**config.mk**
```make
export PLATFORM = sky130hd
export DESIGN_NAME = sync_serial_shift_port
export DESIGN_NICKNAME = d
export VERILOG_FILES = /design/src/design/sync_serial_shift_port_pkg.sv /design/src/design/pin_sync.sv /design/src/design/sync_serial_shift_port.sv
export SDC_FILE = /design/constraint.sdc
export NUM_CORES = 1
export LEC_CHECK = 0
export BUFFER_PORTS_ARGS = -buffer_cell sky130_fd_sc_hd__buf_2
export CELL_PAD_IN_SITES_DETAIL_PLACEMENT = 1
export CELL_PAD_IN_SITES_GLOBAL_PLACEMENT = 2
export CORE_ASPECT_RATIO = 0.75
export CORE_UTILIZATION = 38
export CTS_CLUSTER_DIAMETER = 100
export DETAILED_ROUTE_END_ITERATION = 10
export PLACE_DENSITY = 0.83
export SLEW_MARGIN = 40
export SYNTH_ARGS = -nofsm -noshare
export SYNTH_HDL_FRONTEND = slang
export SYNTH_SLANG_ARGS = --single-unit
```
**constraint.sdc**
```tcl
create_clock -name clock -period 2.9 [get_ports clock]
set_clock_uncertainty 0.15 [all_clocks]
set_input_delay 0.58 -clock clock [delete_from_list [all_inputs] [get_ports clock]]
set_output_delay 0.58 -clock clock [all_outputs]
set_load 0.05 [all_outputs]
```
**src/design/sync_serial_shift_port_pkg.sv**
```systemverilog
// shared constants of the synchronous serial shift port
package sync_serial_shift_port_pkg;

	// register port geometry
	localparam int addr_width = 3;
	localparam int data_width = 8;

	// register offsets on the plain register port
	localparam logic [2:0] addr_general_control_register = 3'h0;
	localparam logic [2:0] addr_processor_status_word = 3'h1;
	localparam logic [2:0] addr_port_data = 3'h2;
	localparam logic [2:0] addr_port_config = 3'h3;
	localparam logic [2:0] addr_serial_shift_register = 3'h4;

	// general control register fields
	localparam int pos_shift_rate_select_low = 0;
	localparam int pos_shift_rate_select_high = 1;
	localparam int pos_serial_port_select = 3;
	localparam int pos_done_irq_enable = 4;

	// status word fields
	localparam int pos_busy = 0;

	// port data and configuration fields
	localparam int pos_port_bit_four = 4;
	localparam int pos_port_bit_five = 5;
	localparam int pos_port_bit_six = 6;

	// reset values
	localparam logic [7:0] reset_general_control_register = 8'h00;
	localparam logic [7:0] reset_port_data = 8'h00;
	localparam logic [7:0] reset_port_config = 8'h00;
	localparam logic [7:0] reset_serial_shift_register = 8'h00;

	// master shift-clock periods in instruction cycles
	localparam int period_rate_code_0 = 2;
	localparam int period_rate_code_1 = 4;
	localparam int period_rate_code_2 = 8;

	// half periods in clock cycles, one clock is one instruction cycle
	localparam logic [2:0] half_rate_code_0 = 3'(period_rate_code_0 / 2);
	localparam logic [2:0] half_rate_code_1 = 3'(period_rate_code_1 / 2);
	localparam logic [2:0] half_rate_code_2 = 3'(period_rate_code_2 / 2);

	// bits in one frame and shift-clock edges in one frame
	localparam logic [3:0] bits_per_frame = 4'h8;
	localparam logic [4:0] edges_per_frame = 5'h10;

	// transfer state
	typedef enum logic [0:0] {
		st_idle = 1'b0,
		st_shift = 1'b1
	} xfer_state_t;

endpackage

```
**src/design/pin_sync.sv**
```systemverilog
`timescale 1ns/100ps
`default_nettype none
// two-stage synchroniser for pins arriving from outside the clock domain
module pin_sync #(
	parameter int width = 2
) (
	input wire logic clock,
	input wire logic rst_n,
	input wire logic clock_en,
	input wire logic [width-1:0] d,
	output logic [width-1:0] q
);

	logic [width-1:0] stage_one;

	// the first stage is read only by the second
	always_ff @(posedge clock or negedge rst_n)
	begin
		if (!rst_n)
		begin
			stage_one <= '0;
			q <= '0;
		end
		else if (clock_en)
		begin
			stage_one <= d;
			q <= stage_one;
		end
	end

endmodule
`default_nettype wire

```
**src/design/sync_serial_shift_port.sv**
```systemverilog
// Contract
// - port works only while select bit is one; select routes out and clock pins
// - master clock period: code 00 two cycles, 01 four, 1x eight
// - writing busy one starts shifting; hardware clears busy after eight bits
// - software clearing busy stops shifting at once
// - with enable set, an interrupt request follows eight shifted bits
// - master generates the shift clock and starts every exchange
// - master needs serial-out and clock pins configured as outputs
// - slave takes external clock; clock pin input, serial-out output
// - clock config one selects internal clock; out config zero floats serial-out
// - slave clears busy and stops after eight external clock pulses
// - firmware sets busy right on entering slave mode
// - load the shift register only while the clock is idle
// - slave busy set during active clock phase may shorten first pulse
// - port data bit five selects the clock idle level
// - normal phase with idle level low samples on rising edge, shifts out on falling
// - alternate phase with idle level low samples on falling edge, shifts out on rising
// - config bit six holds phase select; zero normal, one alternate
// - phase select is zero after reset
// - phase equal to idle level: out on falling, in on rising; else reversed
// - one 8-bit shift register with serial in, serial out and clock pin
`timescale 1ns/100ps
`default_nettype none
module sync_serial_shift_port #(
	parameter int addr_width = sync_serial_shift_port_pkg::addr_width,
	parameter int data_width = sync_serial_shift_port_pkg::data_width
) (
	input wire logic clock,
	input wire logic rst_n,
	input wire logic clock_en,
	input wire logic [addr_width-1:0] reg_addr,
	input wire logic [data_width-1:0] reg_wdata,
	input wire logic reg_write,
	input wire logic reg_read,
	output logic [data_width-1:0] reg_rdata,
	input wire logic sk_in,
	output logic sk_out,
	output logic sk_oe,
	input wire logic si,
	output logic so_out,
	output logic so_oe,
	output logic irq_request
);

	// software-visible control bits
	logic shift_rate_select_low;
	logic shift_rate_select_high;
	logic serial_port_select;
	logic done_irq_enable;
	logic port_bit_five;
	logic so_is_output;
	logic sk_is_output;
	logic clock_phase_alternate;

	// transfer state
	sync_serial_shift_port_pkg::xfer_state_t state;
	logic [data_width-1:0] serial_shift_register;
	logic [3:0] bit_cnt;
	logic pending;
	logic [data_width-1:0] rx_shift;
	logic [1:0] take_dly;
	logic take_now;

	// shift clock generation and edge detection
	logic [2:0] half_cnt;
	logic [2:0] half_limit;
	logic [4:0] toggles;
	logic sk_gen;
	logic sk_sync;
	logic si_sync;
	logic sk_level;
	logic sk_prev;
	logic rise;
	logic fall;
	logic sample_rising;
	logic leading_sample;
	logic sample_edge;
	logic out_edge;
	logic active;
	logic master;
	logic sample_ok;
	logic out_ok;
	logic sk_pin;
	logic finish;

	// register strobes
	logic wr_control;
	logic wr_status;
	logic wr_data;
	logic wr_config;
	logic wr_shift;
	logic next_busy_set;

	assign wr_control = reg_write
		&& (reg_addr == sync_serial_shift_port_pkg::addr_general_control_register);
	assign wr_status = reg_write
		&& (reg_addr == sync_serial_shift_port_pkg::addr_processor_status_word);
	assign wr_data = reg_write && (reg_addr == sync_serial_shift_port_pkg::addr_port_data);
	assign wr_config = reg_write && (reg_addr == sync_serial_shift_port_pkg::addr_port_config);
	assign wr_shift = reg_write
		&& (reg_addr == sync_serial_shift_port_pkg::addr_serial_shift_register);

	// busy can only be set while the port is selected
	assign next_busy_set = wr_status && reg_wdata[sync_serial_shift_port_pkg::pos_busy]
		&& serial_port_select;

	// pins from the far side pass two flip-flops before any logic looks at them
	pin_sync #(
		.width(2)
	) u_pin_sync (
		.clock(clock),
		.rst_n(rst_n),
		.clock_en(clock_en),
		.d({sk_in, si}),
		.q({sk_sync, si_sync})
	);

	// control register: rate code, port select, completion interrupt enable
	always_ff @(posedge clock or negedge rst_n)
	begin
		if (!rst_n)
		begin
			shift_rate_select_low <= sync_serial_shift_port_pkg::reset_general_control_register[
				sync_serial_shift_port_pkg::pos_shift_rate_select_low];
			shift_rate_select_high <= sync_serial_shift_port_pkg::reset_general_control_register[
				sync_serial_shift_port_pkg::pos_shift_rate_select_high];
			serial_port_select <= sync_serial_shift_port_pkg::reset_general_control_register[
				sync_serial_shift_port_pkg::pos_serial_port_select];
			done_irq_enable <= sync_serial_shift_port_pkg::reset_general_control_register[
				sync_serial_shift_port_pkg::pos_done_irq_enable];
		end
		else if (clock_en && wr_control)
		begin
			shift_rate_select_low <= reg_wdata[sync_serial_shift_port_pkg::pos_shift_rate_select_low];
			shift_rate_select_high <= reg_wdata[sync_serial_shift_port_pkg::pos_shift_rate_select_high];
			serial_port_select <= reg_wdata[sync_serial_shift_port_pkg::pos_serial_port_select];
			done_irq_enable <= reg_wdata[sync_serial_shift_port_pkg::pos_done_irq_enable];
		end
	end

	// port data bit five: idle level of the shift clock
	always_ff @(posedge clock or negedge rst_n)
	begin
		if (!rst_n)
			port_bit_five <= sync_serial_shift_port_pkg::reset_port_data[
				sync_serial_shift_port_pkg::pos_port_bit_five];
		else if (clock_en && wr_data)
			port_bit_five <= reg_wdata[sync_serial_shift_port_pkg::pos_port_bit_five];
	end

	// port configuration: pin directions and phase select, phase clears at reset
	always_ff @(posedge clock or negedge rst_n)
	begin
		if (!rst_n)
		begin
			so_is_output <= sync_serial_shift_port_pkg::reset_port_config[
				sync_serial_shift_port_pkg::pos_port_bit_four];
			sk_is_output <= sync_serial_shift_port_pkg::reset_port_config[
				sync_serial_shift_port_pkg::pos_port_bit_five];
			clock_phase_alternate <= sync_serial_shift_port_pkg::reset_port_config[
				sync_serial_shift_port_pkg::pos_port_bit_six];
		end
		else if (clock_en && wr_config)
		begin
			so_is_output <= reg_wdata[sync_serial_shift_port_pkg::pos_port_bit_four];
			sk_is_output <= reg_wdata[sync_serial_shift_port_pkg::pos_port_bit_five];
			clock_phase_alternate <= reg_wdata[sync_serial_shift_port_pkg::pos_port_bit_six];
		end
	end

	// clock pin configured as output means internal clock, i.e. master
	assign master = sk_is_output;
	assign active = (state == sync_serial_shift_port_pkg::st_shift);

	// half period in clock cycles from the rate code, upper bit dominates
	always_comb
	begin
		if (shift_rate_select_high)
			half_limit = sync_serial_shift_port_pkg::half_rate_code_2;
		else if (shift_rate_select_low)
			half_limit = sync_serial_shift_port_pkg::half_rate_code_1;
		else
			half_limit = sync_serial_shift_port_pkg::half_rate_code_0;
	end

	// master clock: sixteen toggles then rest at idle; counting toggles
	// keeps a fast clock from starting a ninth pulse before the frame closes
	always_ff @(posedge clock or negedge rst_n)
	begin
		if (!rst_n)
		begin
			half_cnt <= 3'h0;
			toggles <= 5'h00;
			sk_gen <= 1'b0;
		end
		else if (clock_en)
		begin
			if (!active || !master)
			begin
				half_cnt <= 3'h0;
				toggles <= 5'h00;
				sk_gen <= port_bit_five;
			end
			else if (toggles < sync_serial_shift_port_pkg::edges_per_frame)
			begin
				if (half_cnt == half_limit - 3'h1)
				begin
					half_cnt <= 3'h0;
					sk_gen <= ~sk_gen;
					toggles <= toggles + 5'h01;
				end
				else
					half_cnt <= half_cnt + 3'h1;
			end
		end
	end

	// the clock seen by the shifter: own clock as master, pin clock as slave
	assign sk_level = master ? sk_gen : sk_sync;

	// previous clock level for edge detection; the pin copy of the own clock
	// moves in the cycle in which the shifter acts on that edge, so serial-out
	// never changes half a cycle after the pin edge the far side samples on
	always_ff @(posedge clock or negedge rst_n)
	begin
		if (!rst_n)
		begin
			sk_prev <= 1'b0;
			sk_pin <= 1'b0;
		end
		else if (clock_en)
		begin
			sk_prev <= sk_level;
			sk_pin <= sk_gen;
		end
	end

	assign rise = sk_level && !sk_prev;
	assign fall = !sk_level && sk_prev;

	// sampling edge: rising when phase select equals idle level
	assign sample_rising = (clock_phase_alternate == port_bit_five);
	assign sample_edge = sample_rising ? rise : fall;
	assign out_edge = sample_rising ? fall : rise;
	// leading edge leaves idle; it samples when its direction matches the sample edge
	assign leading_sample = sample_rising ^ port_bit_five;

	// edges that count: samples stop after eight bits, an output edge only
	// shifts once a sample has been taken since the last shift
	assign sample_ok = active && sample_edge
		&& (bit_cnt < sync_serial_shift_port_pkg::bits_per_frame);
	assign out_ok = active && out_edge && pending;

	// a master sees its own clock at once but the data pin two flops late,
	// so its captures wait two cycles; a slave sees both equally late
	assign take_now = master ? take_dly[1] : sample_ok;

	// end of frame: eight samples captured and, when the frame opens with a
	// sample, the closing output edge seen; in a slave a busy set mid-pulse
	// may see a shortened first pulse, firmware avoids that
	assign finish = active && (bit_cnt == sync_serial_shift_port_pkg::bits_per_frame)
		&& (take_dly == 2'h0) && !(leading_sample && pending);

	// delayed capture strobes of a master, dropped when a frame ends or aborts
	always_ff @(posedge clock or negedge rst_n)
	begin
		if (!rst_n)
			take_dly <= 2'h0;
		else if (clock_en)
		begin
			if (!active)
				take_dly <= 2'h0;
			else
				take_dly <= {take_dly[0], sample_ok && master};
		end
	end

	// busy flag: software set wins over hardware clear in the same cycle;
	// deselecting the port aborts a frame
	always_ff @(posedge clock or negedge rst_n)
	begin
		if (!rst_n)
			state <= sync_serial_shift_port_pkg::st_idle;
		else if (clock_en)
		begin
			case (state)
				sync_serial_shift_port_pkg::st_idle:
				begin
					if (next_busy_set)
						state <= sync_serial_shift_port_pkg::st_shift;
				end
				sync_serial_shift_port_pkg::st_shift:
				begin
					if (next_busy_set)
						state <= sync_serial_shift_port_pkg::st_shift;
					else if (wr_status || !serial_port_select)
						state <= sync_serial_shift_port_pkg::st_idle;
					else if (finish)
						state <= sync_serial_shift_port_pkg::st_idle;
				end
				default:
					state <= sync_serial_shift_port_pkg::st_idle;
			endcase
		end
	end

	// shift register: load from software, shift out msb first on output
	// edges; captured bits collect at the bottom of a receive copy that
	// replaces the register when a full frame closes (an abort keeps it)
	always_ff @(posedge clock or negedge rst_n)
	begin
		if (!rst_n)
		begin
			serial_shift_register <= sync_serial_shift_port_pkg::reset_serial_shift_register;
			rx_shift <= sync_serial_shift_port_pkg::reset_serial_shift_register;
			bit_cnt <= 4'h0;
			pending <= 1'b0;
		end
		else if (clock_en)
		begin
			if (wr_shift)
				serial_shift_register <= reg_wdata;
			else if (finish)
				serial_shift_register <= rx_shift;
			else if (out_ok)
				serial_shift_register <= {serial_shift_register[data_width-2:0], 1'h0};
			if (take_now)
				rx_shift <= {rx_shift[data_width-2:0], si_sync};
			if (!active)
			begin
				bit_cnt <= 4'h0;
				pending <= 1'b0;
			end
			else if (sample_ok)
			begin
				bit_cnt <= bit_cnt + 4'h1;
				pending <= 1'b1;
			end
			else if (out_ok)
				pending <= 1'b0;
		end
	end

	// completion request: a one-cycle pulse, only for a full eight-bit frame
	always_ff @(posedge clock or negedge rst_n)
	begin
		if (!rst_n)
			irq_request <= 1'b0;
		else if (clock_en)
			irq_request <= finish && done_irq_enable && !wr_status;
	end

	// pins: the shift register top bit drives serial-out; a zero direction
	// bit or a deselected port floats the pin
	assign so_out = serial_shift_register[data_width-1];
	assign so_oe = serial_port_select && so_is_output;
	assign sk_out = sk_pin;
	assign sk_oe = serial_port_select && sk_is_output;

	// read data stand only in the cycle after the read strobe
	always_ff @(posedge clock or negedge rst_n)
	begin
		if (!rst_n)
			reg_rdata <= '0;
		else if (clock_en)
		begin
			reg_rdata <= '0;
			if (reg_read)
			begin
				case (reg_addr)
					sync_serial_shift_port_pkg::addr_general_control_register:
					begin
						reg_rdata[sync_serial_shift_port_pkg::pos_shift_rate_select_low] <=
							shift_rate_select_low;
						reg_rdata[sync_serial_shift_port_pkg::pos_shift_rate_select_high] <=
							shift_rate_select_high;
						reg_rdata[sync_serial_shift_port_pkg::pos_serial_port_select] <=
							serial_port_select;
						reg_rdata[sync_serial_shift_port_pkg::pos_done_irq_enable] <= done_irq_enable;
					end
					sync_serial_shift_port_pkg::addr_processor_status_word:
						reg_rdata[sync_serial_shift_port_pkg::pos_busy] <= active;
					sync_serial_shift_port_pkg::addr_port_data:
						reg_rdata[sync_serial_shift_port_pkg::pos_port_bit_five] <= port_bit_five;
					sync_serial_shift_port_pkg::addr_port_config:
					begin
						reg_rdata[sync_serial_shift_port_pkg::pos_port_bit_four] <= so_is_output;
						reg_rdata[sync_serial_shift_port_pkg::pos_port_bit_five] <= sk_is_output;
						reg_rdata[sync_serial_shift_port_pkg::pos_port_bit_six] <=
							clock_phase_alternate;
					end
					sync_serial_shift_port_pkg::addr_serial_shift_register:
						reg_rdata <= serial_shift_register;
					default:
						reg_rdata <= '0;
				endcase
			end
		end
	end

endmodule
`default_nettype wire

```
==> out/results.md <==
Worst setup path
- start point of the critical path: shift_rate_select_high$_DFFE_PN0P_
- Critical Path End: toggles[3]$_DFFE_PN0P_
- Max FO, Critical Path: 7
- type of element capturing the critical path: flop
- cell-by-cell trace of the critical path: or2_2, ha_1, xnor2_1, a2111oi_4, nand4_1, or3_1, o21ai_0
- worst r2r src: shift_rate_select_high$_DFFE_PN0P_
- Arr. time, crit path: 2.60 ns
- minimum setup slack among reg-to-reg paths: 0.37 ns
- depth of the most critical reg-to-reg path: 7
- crit-path max cell delay: 0.49 ns
- reg2reg end: toggles[3]$_DFFE_PN0P_
- CP startpoint kind: flop
- Critical Path RT: 2.97 ns
- Setup Crit Path Kind: reg2reg
- Worst path slowest cell: a2111oi_4

Clocking
- htree depth: 2
- Inserted Clock Buffers: 5
- CTS clock-pin slew for the worst setup and hold paths: 0.09 ns
- post-CTS setup-driven buffer insertion count: 0
- Skew-Pair Late Insertion Delay: 0.31 ns
- sink count of the clock tree: 56
- clock root cell: clkbuf_8
- clk buf depth: 2
- number of resized instances in the post-cts repair step: 0
- number of buffers inserted by hold repair at cts: 0
- clock tree from TritonCTS: built

Detailed routing
- post-route ant nets: 0
- Vias/cell: 5.39
- average detailed-routed wire length per instance: 17.1 um
- number of detailed-routing iterations run before antenna repair: 4
- Vias: 2109
- DRC violations left: 0
- Starting DRT DRC Count: 91
- total wire length: 6.69 mm

Synth
- flip-flop and latch count after synthesis: 56
- largest area contributor in the synthesized netlist: dfrtp_1
- share of the yosys chip area belonging to registers: 48.7%
- post-synthesis instance total: 262
- Synth cell types: 50
- share of flip-flops with an asynchronous set or reset after synthesis: 100%
- synth cell count leaders: dfrtp_1 (56), mux2_2 (34), nand2_1 (23)
- leading post-synthesis cells by cell area: dfrtp_1 (49%), mux2_2 (13%), o21ai_0 (3.8%), mux2i_1 (3.1%), nand2_1 (3.0%)
- top flip-flop cell by instance count after synthesis: dfrtp_1
- Syn Nets: 285
- average footprint of a synthesized cell: 11.0 um^2
- synth warn: 0
- most frequent cell after synthesis: dfrtp_1
- combined area of all synthesized cells: 2880 um^2
- Synth top area share: 48.7%
- EDFF count, synth: 0

Timing
- final hold viol count: 0
- shortest period the worst path allows: 2.53 ns
- setup violators final: 0
- accumulated negative setup slack: 0 ns
- count of pins over their slew limit: 0
- slew at the pin closest to its max-slew limit: 0.724 ns
- Max Fclk: 0.395 GHz
- max-slew headroom at the worst pin: 51.7%
- RSZ-0062 raised after global routing: no
- fin crit share: 87.3%

Die
- width of the die: 102 um
- total number of placement rows: 27
- I/O pin total: 31
- Placeable Area: 7330 um^2
- Initial Util: 39.2%
- Chip Height: 77.3 um
- total die area: 7920 um^2

Placed design
- number of buffers added on ports: 30
- Routability Congestion: 0.723
- post-detail-place hpwl: 4.84 mm
- post-detailed-placement cell area: 3130 um^2

Global route
- initial antenna violation count: 0
- via count of the first global-routing pass: 2196
- GRT Resource Usage Total: 18.9%
- largest net degree at the start of global routing: 57
- grt total ovfl: 0
- wire length of the first global-routing pass: 11.5 mm

Worst hold path
- worst min-delay path class: in2async

Job
- max cap viols: 0

Finish
- area growth from synthesis to layout: 11.8%
- net count of the finished layout: 312
- Ant. Diodes: 0
- share of cells above drive strength 1: 28.3%
- area of all placed cells without fillers: 3220 um^2

Power
- combinational power share: 24.2%
- power density cells: 572 nW/um^2
- portion of total power attributed to sequential cells: 51.8%
- highest ir drop seen on vdd: 0.000243 V
- Clock Power Share: 24.0%
- net switching share of the total power: 32.0%
- internal power: 1250 uW
- Static Leak: 0.00147 uW
- Sw Pwr: 590 uW

Outcome
- status: completed

## cells by family after synthesis
family                   Yosys count  share of synthesized area (%)
AND/OR/NAND/NOR                   69                           13.1
AO/OA/AOI/OAI                     61                           14.7
flip-flops                        56                           48.7
multiplexers                      43                           16.4
buffers and inverters             25                           3.39
adder cells (fa/ha/maj)            5                           2.18
XOR/XNOR                           3                           1.44
## cell type report
class / instances / area (um^2)
timing repair buffer: 34 / 180
clock buffer: 8 / 90.1
inverter: 11 / 41.3
sequential: 56 / 1400
multi-input combinational: 181 / 1380
fill: 827 / 4120
tap: 101 / 126
## how the worst min path moves through the flow
stage,depth (start not counted),from,slack (ns),endpoint
floorplan,0,rst_n,0.13,active$_DFFE_PN0P_
global placement,1,reg_rdata[6]$_DFFE_PN0P_,0.32,reg_rdata[6]$_DFFE_PN0P_
detailed placement,1,reg_rdata[7]$_DFFE_PN0P_,0.33,reg_rdata[7]$_DFFE_PN0P_
CTS,2,rst_n,0.29,rx_shift[4]$_DFFE_PN0P_
global route,2,rst_n,0.33,rx_shift[4]$_DFFE_PN0P_
finish,2,rst_n,0.26,rx_shift[4]$_DFFE_PN0P_
## layer usage
layer | routed length [um] | global-route usage [%]
met5 | 0 | 0
met4 | 39 | 3.00
met3 | 243 | 4.05
met2 | 2800 | 27.3
met1 | 3610 | 29.1
## power by group through the flow
stage	Combinational (uW)	Sequential (uW)	Clock, uW
global placement	436	965	0
global route	490	969	492
finish	446	953	442
detailed placement	448	968	0
floorplan	293	988	0
CTS	449	953	463
## cells in the final DEF (no fill, tap or decap), types with 2 or more instances in the layout
| cell type | n |
|---|---|
| o21ai_0 | 22 |
| clkbuf_8 | 6 |
| or3_1 | 2 |
| a22o_1 | 2 |
| nand2b_1 | 3 |
| a211oi_1 | 2 |
| mux2_2 | 34 |
| a31oi_1 | 2 |
| nand3b_1 | 2 |
| a32oi_1 | 2 |
| ha_1 | 5 |
| buf_4 | 4 |
| and3_1 | 3 |
| o22ai_1 | 2 |
| a21oi_1 | 11 |
| o2bb2ai_1 | 8 |
| nor2b_1 | 2 |
| nand4_1 | 5 |
| nor2_1 | 4 |
| nand3_1 | 10 |
| nand2_1 | 23 |
| mux2i_1 | 9 |
| buf_2 | 30 |
| inv_1 | 11 |
| dfrtp_1 | 56 |
| and2_1 | 4 |
| clkbuf_1 | 2 |
## sequential cells by signal, indices dropped and copies added, names as in the netlist, 2 cells and up
signal,flops
half_cnt,3
serial_shift_register,8
rx_shift,8
toggles,5
u_pin_sync.q,2
take_dly,2
reg_rdata,8
bit_cnt,4
u_pin_sync.stage_one,2
## metrics by stage
step / utilization, % / power [uW] / hold WS, ns / setup slack (ns) / instances
floorplan: - / 1280 / 0.134 / 0.579 / 262
global placement: 42.6 / 1400 / 0.323 / 0.475 / 383
detailed placement: 42.6 / 1420 / 0.329 / 0.377 / 383
CTS: 43.9 / 1860 / 0.285 / 0.357 / 391
global route: 43.9 / 1950 / 0.325 / 0.175 / 391
finish: 43.9 / 1840 / 0.256 / 0.369 / 391
## worst max-delay path, delay by kind of cell, from the launching register on
kind,cells,cell delay [ns]
adder cells (fa/ha/maj),1,0.31
AO/OA/AOI/OAI,2,0.57
AND/OR/NAND/NOR,3,0.82
flip-flops,1,0.44
XOR/XNOR,1,0.17
No activity file was read; power rests on OpenSTA's default activity.
